[config.mk]
export PLATFORM = sky130hd
export DESIGN_NAME = fdc_drive_control_regs
export DESIGN_NICKNAME = d
export VERILOG_FILES = /design/src/hdl/fdc_pkg.sv /design/src/hdl/fdc_drive_control_regs.sv
export SDC_FILE = /design/constraint.sdc
export NUM_CORES = 1
export LEC_CHECK = 0
export BUFFER_PORTS_ARGS = -buffer_cell sky130_fd_sc_hd__buf_2
export CAP_MARGIN = 20
export CORE_ASPECT_RATIO = 1.1
export CORE_UTILIZATION = 41
export CTS_CLUSTER_SIZE = 20
export DETAILED_ROUTE_END_ITERATION = 7
export GPL_TIMING_DRIVEN = 0
export PLACE_DENSITY = 0.78
export SETUP_SLACK_MARGIN = 0.2
export SKIP_CTS_REPAIR_TIMING = 1
export SYNTH_ARGS = -nofsm -noshare
export SYNTH_HDL_FRONTEND = slang
export SYNTH_SLANG_ARGS = --single-unit
[constraint.sdc]
create_clock -name clk_in -period 2.4 [get_ports clk_in]
set_input_delay 0.12 -clock clk_in [delete_from_list [all_inputs] [get_ports clk_in]]
set_output_delay 0.12 -clock clk_in [all_outputs]
set_load 0.03 [all_outputs]
[src/hdl/fdc_pkg.sv]
`default_nettype none
package fdc_pkg;

   // ==========================================================
   // Register addresses
   localparam int unsigned ADDR_W = 10;
   localparam logic [9:0] ADDR_DOR = 10'h3F2;
   localparam logic [9:0] ADDR_TDR = 10'h3F3;
   localparam logic [9:0] ADDR_DSR = 10'h3F4;
   localparam logic [9:0] ADDR_DATA = 10'h3F5;
   localparam logic [9:0] ADDR_CCR = 10'h3F7;

   // ==========================================================
   // Field positions
   localparam int unsigned DOR_SEL_LSB = 0;
   localparam int unsigned DOR_SOFT_RESET_LOW_BIT = 2;
   localparam int unsigned DOR_DMA_BIT = 3;
   localparam int unsigned DOR_MOTOR0_BIT = 4;
   localparam int unsigned DOR_MOTOR1_BIT = 5;
   localparam int unsigned DSR_RATE_LSB = 0;
   localparam int unsigned DSR_PRECOMP_LSB = 2;
   localparam int unsigned DSR_POWER_BIT = 6;
   localparam int unsigned DSR_SWRESET_BIT = 7;
   localparam int unsigned CCR_RATE_LSB = 0;

   // ==========================================================
   // Reset values
   localparam logic [7:0] DOR_RESET = 8'h00;
   localparam logic [7:0] DSR_RESET = 8'h02;
   localparam logic [1:0] RATE_RESET = DSR_RESET[1:0];
   localparam logic [2:0] PRECOMP_RESET = DSR_RESET[4:2];
   localparam logic [1:0] TAPE_RESET = 2'h0;
   localparam logic [7:0] RDATA_IDLE = 8'h00;

   // ==========================================================
   // Timing
   localparam int unsigned CLK_PERIOD_NS = 40;
   localparam int unsigned SOFT_RESET_MIN_NS = 100;
   localparam int unsigned SOFT_RESET_CYCLES_I =
      (SOFT_RESET_MIN_NS + CLK_PERIOD_NS - 1) / CLK_PERIOD_NS;
   localparam logic [1:0] SOFT_RESET_CYCLES = SOFT_RESET_CYCLES_I[1:0];

   // ==========================================================
   // Types
   typedef enum logic [1:0] {
      FDC_MODE_LEGACY_AT = 2'b00,
      FDC_MODE_MODEL30 = 2'b01,
      FDC_MODE_SECOND_GEN = 2'b10
   } fdc_mode_t;

   typedef struct packed {
      logic drive_pick_zero_low;
      logic drive_pick_one_low;
      logic motor_zero_low;
      logic motor_one_low;
   } fdc_drive_pins_t;

   localparam fdc_drive_pins_t PINS_IDLE = 4'hF;

   typedef struct packed {
      logic [7:0] drive_output_control;
      logic [1:0] tape;
      logic [1:0] rate;
      logic [2:0] precomp;
      logic low_power;
      logic [1:0] stretch;
      logic soft_reset_low;
      logic dma_irq_gate;
      fdc_drive_pins_t pins;
      logic tape_hit;
      logic [7:0] rdata;
   } fdc_state_t;

endpackage
`default_nettype wire

[src/hdl/fdc_drive_control_regs.sv]
`timescale 1ns/1ps
`default_nettype none

module fdc_drive_control_regs (
   input wire logic clk_in,
   input wire logic reset_n_in,
   input wire logic ce_in,
   input wire logic [9:0] addr_in,
   input wire logic [7:0] wr_data_in,
   input wire logic wr_in,
   input wire logic rd_in,
   output logic [7:0] rd_data_out,
   input wire fdc_pkg::fdc_mode_t mode_in,
   input wire logic enhanced_floppy_mode_2_in,
   input wire logic drive_swap_in,
   input wire logic [7:0] drive_type_config_reg_in,
   input wire logic [1:0] boot_drive_in,
   input wire logic [7:0] main_status_in,
   output fdc_pkg::fdc_drive_pins_t drive_pins_out,
   output logic dma_irq_gate_out,
   output logic soft_reset_low_out,
   output logic low_power_out,
   output logic [1:0] data_rate_out,
   output logic [2:0] precomp_sel_out,
   output logic [1:0] tape_drive_out,
   output logic tape_selected_out
);

   // ==========================================================
   // State
   fdc_pkg::fdc_state_t state_reg;
   fdc_pkg::fdc_state_t state_next;

   logic wr_dor;
   logic wr_tdr;
   logic wr_dsr;
   logic wr_ccr;
   logic rd_dor;
   logic rd_tdr;
   logic rd_msr;
   logic data_access;
   logic soft_start;
   logic soft_active;
   logic [7:0] dor_new;
   logic [1:0] sel;
   logic motor0;
   logic motor1;
   logic [7:0] tdr_view;
   logic [2:0] type_idx;
   logic [1:0] type_id;

   // ==========================================================
   // Next state
   always_comb begin
      state_next = state_reg;
      wr_dor = wr_in && (addr_in == fdc_pkg::ADDR_DOR);
      wr_tdr = wr_in && (addr_in == fdc_pkg::ADDR_TDR);
      wr_dsr = wr_in && (addr_in == fdc_pkg::ADDR_DSR);
      wr_ccr = wr_in && (addr_in == fdc_pkg::ADDR_CCR);
      rd_dor = rd_in && (addr_in == fdc_pkg::ADDR_DOR);
      rd_tdr = rd_in && (addr_in == fdc_pkg::ADDR_TDR);
      rd_msr = rd_in && (addr_in == fdc_pkg::ADDR_DSR);
      data_access = (rd_in || wr_in) && (addr_in == fdc_pkg::ADDR_DATA);

      // Output-control register; a reset entry also drops the gating bit
      dor_new = state_reg.drive_output_control;
      if (wr_dor) begin
         dor_new = wr_data_in;
      end
      soft_start = (wr_dor && !wr_data_in[fdc_pkg::DOR_SOFT_RESET_LOW_BIT]) ||
                   (wr_dsr && wr_data_in[fdc_pkg::DSR_SWRESET_BIT]);
      if (soft_start) begin
         dor_new[fdc_pkg::DOR_DMA_BIT] = 1'h0;
      end
      state_next.drive_output_control = dor_new;

      // Tape register only ever changes by a write or hardware reset
      if (wr_tdr) begin
         state_next.tape = wr_data_in[1:0];
      end

      // Rate bits come from whichever register was written last
      if (wr_dsr) begin
         state_next.rate = wr_data_in[fdc_pkg::DSR_RATE_LSB +: 2];
         state_next.precomp = wr_data_in[fdc_pkg::DSR_PRECOMP_LSB +: 3];
      end else if (wr_ccr) begin
         state_next.rate = wr_data_in[fdc_pkg::CCR_RATE_LSB +: 2];
      end

      // Self-clearing reset is stretched to the minimum reset width
      if (wr_dsr && wr_data_in[fdc_pkg::DSR_SWRESET_BIT]) begin
         state_next.stretch = fdc_pkg::SOFT_RESET_CYCLES;
      end else if (state_reg.stretch != 2'h0) begin
         state_next.stretch = state_reg.stretch - 2'h1;
      end
      soft_active = !dor_new[fdc_pkg::DOR_SOFT_RESET_LOW_BIT] ||
                    (state_next.stretch != 2'h0);
      state_next.soft_reset_low = !soft_active;

      // Any reset or data-path access wakes the controller up
      if (soft_active || rd_msr || data_access) begin
         state_next.low_power = 1'h0;
      end else if (wr_dsr && wr_data_in[fdc_pkg::DSR_POWER_BIT]) begin
         state_next.low_power = 1'h1;
      end

      // Second-generation mode ignores the gating bit
      state_next.dma_irq_gate = (mode_in == fdc_pkg::FDC_MODE_SECOND_GEN) ||
                                dor_new[fdc_pkg::DOR_DMA_BIT];

      // Pin decode from the freshly updated register, bits 6 and 7 unused
      sel = dor_new[fdc_pkg::DOR_SEL_LSB +: 2];
      motor0 = dor_new[fdc_pkg::DOR_MOTOR0_BIT];
      motor1 = dor_new[fdc_pkg::DOR_MOTOR1_BIT];
      if (drive_swap_in) begin
         state_next.pins.drive_pick_one_low = !((sel == 2'h0) && motor0);
         state_next.pins.drive_pick_zero_low = !((sel == 2'h1) && motor1);
         state_next.pins.motor_one_low = !motor0;
         state_next.pins.motor_zero_low = !motor1;
      end else begin
         state_next.pins.drive_pick_zero_low = !((sel == 2'h0) && motor0);
         state_next.pins.drive_pick_one_low = !((sel == 2'h1) && motor1);
         state_next.pins.motor_zero_low = !motor0;
         state_next.pins.motor_one_low = !motor1;
      end

      // Code zero means no tape, so drive zero can never be flagged
      state_next.tape_hit = (state_next.tape != 2'h0) &&
                            (state_next.tape == dor_new[fdc_pkg::DOR_SEL_LSB +: 2]);

      // Tape register view; type ID follows the current select code
      type_idx = {state_reg.drive_output_control[fdc_pkg::DOR_SEL_LSB +: 2], 1'h0};
      type_id = drive_type_config_reg_in[type_idx +: 2];
      if (enhanced_floppy_mode_2_in) begin
         tdr_view = {2'h0, type_id, boot_drive_in, state_reg.tape};
      end else begin
         tdr_view = {6'h00, state_reg.tape};
      end

      // Read data stand for one cycle only; the rate register reads as status
      state_next.rdata = fdc_pkg::RDATA_IDLE;
      if (rd_dor) begin
         state_next.rdata = state_reg.drive_output_control;
      end else if (rd_tdr) begin
         state_next.rdata = tdr_view;
      end else if (rd_msr) begin
         state_next.rdata = main_status_in;
      end
   end

   // ==========================================================
   // Registers; clock enable low freezes everything
   always_ff @(posedge clk_in or negedge reset_n_in) begin
      if (!reset_n_in) begin
         state_reg.drive_output_control <= fdc_pkg::DOR_RESET;
         state_reg.tape <= fdc_pkg::TAPE_RESET;
         state_reg.rate <= fdc_pkg::RATE_RESET;
         state_reg.precomp <= fdc_pkg::PRECOMP_RESET;
         state_reg.low_power <= 1'h0;
         state_reg.stretch <= 2'h0;
         state_reg.soft_reset_low <= 1'h0;
         state_reg.dma_irq_gate <= 1'h0;
         state_reg.pins <= fdc_pkg::PINS_IDLE;
         state_reg.tape_hit <= 1'h0;
         state_reg.rdata <= fdc_pkg::RDATA_IDLE;
      end else if (ce_in) begin
         state_reg <= state_next;
      end
   end

   // ==========================================================
   // Outputs, all straight from flops
   assign rd_data_out = state_reg.rdata;
   assign drive_pins_out = state_reg.pins;
   assign dma_irq_gate_out = state_reg.dma_irq_gate;
   assign soft_reset_low_out = state_reg.soft_reset_low;
   assign low_power_out = state_reg.low_power;
   assign data_rate_out = state_reg.rate;
   assign precomp_sel_out = state_reg.precomp;
   assign tape_drive_out = state_reg.tape;
   assign tape_selected_out = state_reg.tape_hit;

endmodule
`default_nettype wire

After elaboration in Yosys (flattened, before gate mapping):

Index checks and enable logic that the tools add are counted.
W data, S select, Z words.

* input port bits: 45
* ROM bits: 0
* latch bits: 0
* logic and storage cells: 76
* memories kept: 0
* register bits after elaboration: 33
* RAM bits: 0
* output and inout bits: 23

* multiply operators: 0
* bitwise operators: 0
* reductions and logical operators: 37
* add/sub/neg operators: 1
* divide/modulo/power cells: 0
* eq/ne operators: 8
* multiplexer cells: 14
* shift-type cells: 1
* order comparisons: 0

Operators by type and width (number)
* $eq A10 B10 Y1 const B: 5
* $mux W8: 3
* $logic_and A1 B1 Y1: 14
* $mux W6: 2
* $mux W2: 5
* $reduce_bool A2 Y1: 5
* $reduce_and A2 Y1: 4
* $shiftx A8 B4 Y2: 1
* $logic_not A1 Y1: 7
* $logic_or A1 B1 Y1: 6
* $mux W4: 1
* $mux W1: 3
* $eq A2 B1 Y1 const B: 1
* $eq A2 B2 Y1: 1
* $eq A2 B2 Y1 const B: 1
* $logic_not A2 Y1: 1
* $sub A2 B1 Y2 const B: 1

Longest topological paths before layout:

Gate-level depths: netlist of the first run.

* depth after elaboration: 10
* depth in mapped cells: 6
* mapped depth without buffers: 5

Least setup slack after synthesis of the first run:

No wires, ideal clock.

* kind: register -> register
* start point: register state_reg[25] (netlist name)
* end point: register state_reg (netlist bit rd_data_out[4])
* arrival: 1488 ps
* stages on the path, launching flop included: 7
* clock period less this slack: 1625 ps
* path buffers: 1
* setup time: 137 ps
* slack: 775 ps
* data required time: 2263 ps
* cells stage by stage: dfrtp_1 -> clkbuf_1 -> mux4_2 -> nand2_1 -> nand2_1 -> a32oi_1 -> a21oi_1

* longest elaborated chain between the ends: 4

Ends and longest elaborated chain
* from (decl): RTL line fdc_drive_control_regs.sv:31 `fdc_pkg::fdc_state_t state_reg;`
* from (signal assigned): RTL line fdc_drive_control_regs.sv:167 `state_reg <= state_next;`
* $shiftx A8 B4 Y2: RTL line fdc_drive_control_regs.sv:133 `type_id = drive_type_config_reg_in[type_idx +: 2];`
* $mux W6: RTL line fdc_drive_control_regs.sv:134 `if (enhanced_floppy_mode_2_in) begin`
* $mux W8: RTL line fdc_drive_control_regs.sv:144 `end else if (rd_tdr) begin`
* $mux W8: RTL line fdc_drive_control_regs.sv:142 `if (rd_dor) begin`

Every way passes these cells.
A chain may end at the register's enable or synchronous reset.

Worst setup path after layout of the first run:

Same ends and word-level chain as after synthesis.

==> metrics.cfg, run 1 <==
[synthesis]
yosysWarnings=0
synth-async-reset-ratio_pct=100.0
yosys-top-cells-area=dfrtp_1, mux2_2, buf_4
ys_types=45
ys_ff_latch=33
synth_nets=252
proportion_of_synthesized_chip_area_in_sequential_cells_pct=40.62
yosys.area.top_type_share_pct=34.21
synth_edf_count=0
post-synth-top-area-cell=dfrtp_1
synth_top_flop_cell=dfrtp_1
post_synth_instance_area_sq_um=2048
post_synthesis_area_per_instance_sq_um=9.895
netlist_instances=207

[power]
switching_fraction_of_total_power_pct=26.84
combPwrFrac_pct=16.2
power.share.clock_pct=37.1
power.leakage_nw=1.218
power.share.sequential_pct=46.8
power_switching_mw=0.3373
powerDensity_nw_per_um2=491.9
vdd_ir_drop_max_uv=250.7
intPower_mw=0.9195

[timing]
final_min_period_over_clock_period_pct=81.28
finalHoldViolations=0
clock.fmax_mhz=512.6
report.final.slew_viol_count=0
setup_repair_after_global_routing_missed_its_margin=no
setup-tns-final_ns=0
final_critical_path_required_period_ns=1.951
max_slew.worst_pin.slew_ns=0.7836
relSlewSlack_pct=47.36
worst_clock_skew_ns=0.005049
timing.final.setup_violations=0

[global_routing]
global_route.overflow_total=0
grt_use_total_pct=20.87
initial_antenna_violation_count=0
grt_start_max_net_pins=34
first_global_vias=1831
first_pass_grt_wire_length_um=8811

[place]
number_of_input_and_output_port_buffers_inserted=65
routability_congestion_estimate=0.8531
dpl.hpwl_um=3918

[cells_and_area]
n_fill_cell=427
layout-area-overhead-vs-synth_pct=24.74
nets=325
sequential_cell_area_sq_um=832.0
largest_register_ffs=10
final_layout_size_suffix_gt1_share_pct=43.42
postLayoutCoreUtil_pct=54.16
n_antenna_cell=0
layout_common_cells=buf_2, dfrtp_1, buf_4, nor2_1, mux2_2
mostFrequentLayoutCell=buf_2
multi_input_area_sq_um=1002

[worst_hold_path]
min_from=main_status_in[7]
hold_path_class=input port to flip-flop
whs_path_depth=3
min_delay_worst_endpoint=rd_data_out[7]

[floorplan]
die-width_um=69.39
die-area_sq_um=5283
rows=26
io_pins=68
die_y_um=76.13
floorplan.initialDensity_pct=43.42
core_ar_sq_um=4717

[clocking]
clock_input_transition_at_the_sequential_cells_of_the_worst_setup_and_hold_paths_ns=0.07
cts_max_level=2
cts_made_buffers=5
clock_insertion_delay_at_the_later_pin_of_the_skew_report_ns=0.29
cts_tree=built
cts_sinks=33
cts_buffer_depth=2
clock_tree.root_cell=clkbuf_8

[critical_path]
reg2reg_slack_ns=0.45
critPathRequiredTime_ns=2.55
regToRegEndpoint=rd_data_out[4]
worstSetupStartpointType=flip-flop
timing.critical_path.fanout_max=9
arrival_ns=2.10
r2r_worst_path_depth=6
rr_startpoint=state_reg[25]
worst_setup_path_end_kind=flip-flop
critPathKind=flip-flop to flip-flop

[routing]
drt_pre_antenna_iters=4
drt_iter0_markers=149
wl_um=5206
route.detailed.wl_per_inst_um=15.45
drc_errors=0
antenna_viol_nets_final=0
detailroute.via_count=1835
detail_route.vias_per_cell=5.445

[run]
maxCapViolations=0

[status]
status=finished, final reports clean

[final cells by class]
| cell class | count | area share, % |
|---|---|---|
| Sequential cell | 33 | 32.57 |
| Timing Repair Buffer | 66 | 13.12 |
| Multi-Input combinational cell | 137 | 39.23 |
| Buffer | 29 | 7.199 |
| Tap cell | 56 | 2.742 |
| Clock buffer | 7 | 3.771 |
| Clock inverter | 1 | 0.1959 |
| Inverter | 8 | 1.175 |
[cells in the mapped netlist, types with 4 or more instances]
cell,number
o21ai_0,7
nand2_1,13
a21oi_1,9
mux2i_1,10
nor2_1,15
nor4_1,4
clkbuf_1,8
nand3_1,6
nor2b_1,5
mux2_2,14
dfrtp_1,28
inv_1,8
buf_4,20
dfstp_2,5
and3_1,4
[routing by layer]
layer	global-route usage, %	wire [um]
met1	25.96	2206
met2	35.92	2663
met3	4.365	227
met4	6.735	109
met5	0	0
[worst max path at each step]
| stage | end | slack, ns | startpoint |
|---|---|---|---|
| after floorplan | rd_data_out[4] | 0.77 | state_reg[25] |
| after global placement | rd_data_out[4] | 0.55 | state_reg[25] |
| after detailed placement | rd_data_out[4] | 0.51 | state_reg[25] |
| after CTS | rd_data_out[4] | 0.46 | state_reg[25] |
| after global routing | rd_data_out[4] | 0.34 | state_reg[25] |
| final | rd_data_out[4] | 0.45 | state_reg[25] |
[kinds of logic (layout without fill, tap and decap cells)]
group | after synthesis | count (layout) | share of synthesized area (%)
AND/OR/NAND/NOR | 70 | 70 | 20.22
AO/OA/AOI/OAI | 38 | 38 | 12.65
buffers and inverters | 37 | 111 | 10.45
flip-flops | 33 | 33 | 40.62
multiplexers | 26 | 26 | 14.78
XOR/XNOR | 3 | 3 | 1.283
[through the flow]
| stage | cell area, sq um | worst slack [ns] | total power, mW | cells | hold WS [ns] |
|---|---|---|---|---|---|
| after floorplan | 2048 | 0.7747 | 0.7079 | 207 | -0.1756 |
| after global placement | 2444 | 0.5459 | 0.7970 | 328 | 0.2214 |
| after detailed placement | 2444 | 0.5113 | 0.7997 | 328 | 0.2242 |
| after CTS | 2545 | 0.4602 | 1.266 | 336 | -0.08509 |
| after global routing | 2555 | 0.3426 | 1.306 | 337 | 0.08959 |
| final | 2555 | 0.4492 | 1.257 | 337 | 0.08147 |
[worst max-delay path, stage by stage (launching register included)]
cell and delay [ns]:
dfrtp_1 0.32, clkbuf_1 0.40, mux4_2 0.58, nand2_1 0.08, nand2_1 0.05, a32oi_1 0.27
a21oi_1 0.11
[power groups by stage]
stage | Sequential (mW) | Clock (mW) | Combinational (mW)
2_1_floorplan | 0.601 | 0 | 0.107
3_3_place_gp | 0.597 | 0 | 0.200
3_5_place_dp | 0.598 | 0 | 0.202
4_1_cts | 0.588 | 0.475 | 0.203
5_1_grt | 0.590 | 0.493 | 0.224
6_report | 0.588 | 0.466 | 0.203
No activity file was read; power rests on OpenSTA's default activity.
==> run 2: changes to the inputs <==
Settings changed: PLACE_DENSITY 0.78 to 0.81.
Clock period 2.4 ns to 1.76 ns, I/O delays scaled along.
==> run 2 against run 1 <==
Register-to-register slack lost 0.25 ns. Core utilization increased by 0.69 points. Die area unchanged. Critical path depth did not move. Clock-buffer cell count decreased by 1. Setup slack lost 0.25 ns. Routed wire length shrank 0.58%. Final cell count grew 0.30%. Global-route usage shrank 0.28 points. Fmax increased by 25%. Critical endpoint is now rd_data_out[5].
==> metrics.cfg, run 2 (synthesized netlist as in run 1, its figures left out) <==
[status]
status=finished, final reports clean

[place]
dpl.hpwl_um=3857  ; -1.6%
routability_congestion_estimate=0.8649  ; +1.4%
number_of_input_and_output_port_buffers_inserted=65  ; unchanged
dp.cells=328  ; unchanged

[clocking]
cts_sinks=33  ; unchanged
clock_tree.root_cell=clkbuf_8
cts_max_level=2  ; unchanged
clock_insertion_delay_at_the_later_pin_of_the_skew_report_ns=0.29  ; about the same
cts_made_buffers=5  ; unchanged
cts_buffer_depth=2  ; unchanged
cts_tree=built
clock_input_transition_at_the_sequential_cells_of_the_worst_setup_and_hold_paths_ns=0.07  ; about the same

[timing]
final_min_period_over_clock_period_pct=88.74  ; +7.5 points
setup_repair_after_global_routing_missed_its_margin=yes
finalHoldViolations=0  ; unchanged
relSlewSlack_pct=49.47  ; +2.1 points
final_critical_path_required_period_ns=1.562  ; -0.3889 ns
max_slew.worst_pin.slew_ns=0.7579  ; -0.02569 ns
report.final.slew_viol_count=0  ; unchanged
worst_clock_skew_ns=0.007210  ; +0.002161 ns
clock.fmax_mhz=640.3  ; +25%
setup-tns-final_ns=0  ; unchanged
timing.final.setup_violations=0  ; unchanged

[critical_path]
worst_setup_path_end_kind=flip-flop
critical_path_most_common_cell=nand2_1
critical_path.slowest_cell=mux4_2
critical_path_cell_sequence=buf_6, mux4_2, nand2_1, nand2_1, a32oi_1, a21oi_1
arrival_ns=1.72  ; -0.38 ns
worstSetupStartpointType=flip-flop
critPathRequiredTime_ns=1.92  ; -0.63 ns
timing.critical_path.fanout_max=7  ; -2
slowest_delay_ns=0.49  ; -0.09 ns
critPathKind=flip-flop to flip-flop

[routing]
antenna_viol_nets_final=0  ; unchanged
drc_errors=0  ; unchanged
detailroute.via_count=1860  ; +1.4%
drt_pre_antenna_iters=4  ; unchanged
detail_route.vias_per_cell=5.503  ; +1.1%
route.detailed.wl_per_inst_um=15.31  ; -0.87%
wl_um=5176  ; -0.58%
drt_iter0_markers=142  ; -4.7%

[floorplan]
die_y_um=76.13  ; unchanged
die-area_sq_um=5283  ; unchanged
rows=26  ; unchanged
io_pins=68  ; unchanged
die-width_um=69.39  ; unchanged
core_ar_sq_um=4717  ; unchanged
floorplan.initialDensity_pct=43.42  ; unchanged

[power]
vdd_ir_drop_max_uv=391.8  ; +56%
power.leakage_nw=1.223  ; +0.42%
powerDensity_nw_per_um2=633.9  ; +29%
totalPowerFinal_mw=1.640  ; +30%

[cells_and_area]
finish.cell_count_without_fillers=338  ; +0.30%
layout-area-overhead-vs-synth_pct=26.33
layout_common_cells=buf_2, dfrtp_1, buf_4, nor2_1, mux2_2
final_layout_size_suffix_gt1_share_pct=45.04  ; +1.6 points
n_antenna_cell=0  ; unchanged
nets=326  ; +0.31%
largest_register_ffs=10  ; unchanged
n_fill_cell=438  ; +2.6%
mostFrequentLayoutCell=buf_2

[global_routing]
grt_start_max_net_pins=34  ; unchanged
first_global_vias=1822  ; -0.49%
grt_use_total_pct=20.60  ; -0.28 points
global_route.overflow_total=0  ; unchanged
first_pass_grt_wire_length_um=8549  ; -3.0%
initial_antenna_violation_count=0  ; unchanged

[run]
maxCapViolations=0  ; unchanged

[worst_hold_path]
hold_path_class=input port to flip-flop

[run 2: worst paths after layout]
check	cells after the start	to	from	slack, ns
min in group asynchronous	2	precomp_sel_out[2]	reset_n_in	0.40
worst min register to register	2	drive_pins_out[0]	drive_pins_out[0]	0.49
max in group asynchronous	2	state_reg[25]	reset_n_in	0.87
worst min-delay path	3	rd_data_out[6]	main_status_in[6]	0.04
worst max register to register	6	rd_data_out[5]	state_reg[25]	0.20
worst max-delay path	6	rd_data_out[5]	state_reg[25]	0.20
[run 2: worst max-delay path, delay by kind of cell, from the launching register on]
| family | cells | cell delay [ns] |
|---|---|---|
| AO/OA/AOI/OAI | 2 | 0.32 |
| buffers and inverters | 1 | 0.14 |
| flip-flops | 1 | 0.35 |
| multiplexers | 1 | 0.49 |
| AND/OR/NAND/NOR | 2 | 0.12 |
[run 2: power breakdown]
group          internal (mW)  switching, mW  leakage (nW)
Combinational          0.115          0.165         0.748
Clock                  0.274          0.283        0.0450
Sequential             0.787         0.0147         0.430
[run 2: metrics by stage]
stage          instance area, sq um  hold WS [ns]  utilization [%]  setup slack (ns)
2_1_floorplan                  2049       -0.2076                -            0.2056
3_3_place_gp                   2445        0.1910            51.83          0.007679
3_5_place_dp                   2445        0.2039            51.83          -0.03791
4_1_cts                        2527       -0.1116            53.58           0.06230
5_1_grt                        2587       0.05152            54.85            0.1376
6_report                       2587       0.04278            54.85            0.1981
[run 2: metal layers]
| layer | routed length, um | up-vias | GRT usage, % |
|---|---|---|---|
| li1 | - | 891 | - |
| met1 | 2112 | 903 | 24.19 |
| met2 | 2720 | 59 | 36.99 |
| met3 | 274 | 7 | 4.365 |
| met4 | 68 | 0 | 6.735 |
| met5 | 0 | - | 0 |
[run 2: layout make-up]
class | count | area [sq um] | share of cell area [%]
well taps | 56 | 70.07 | 2.708
multi-input cells | 137 | 1025 | 39.60
plain buffers | 29 | 192.7 | 7.447
clock buffers | 6 | 72.57 | 2.805
repair buffers | 67 | 355.3 | 13.73
clock inverters | 2 | 10.01 | 0.3868
flip-flops and latches | 33 | 832.0 | 32.16
inverters | 8 | 30.03 | 1.161
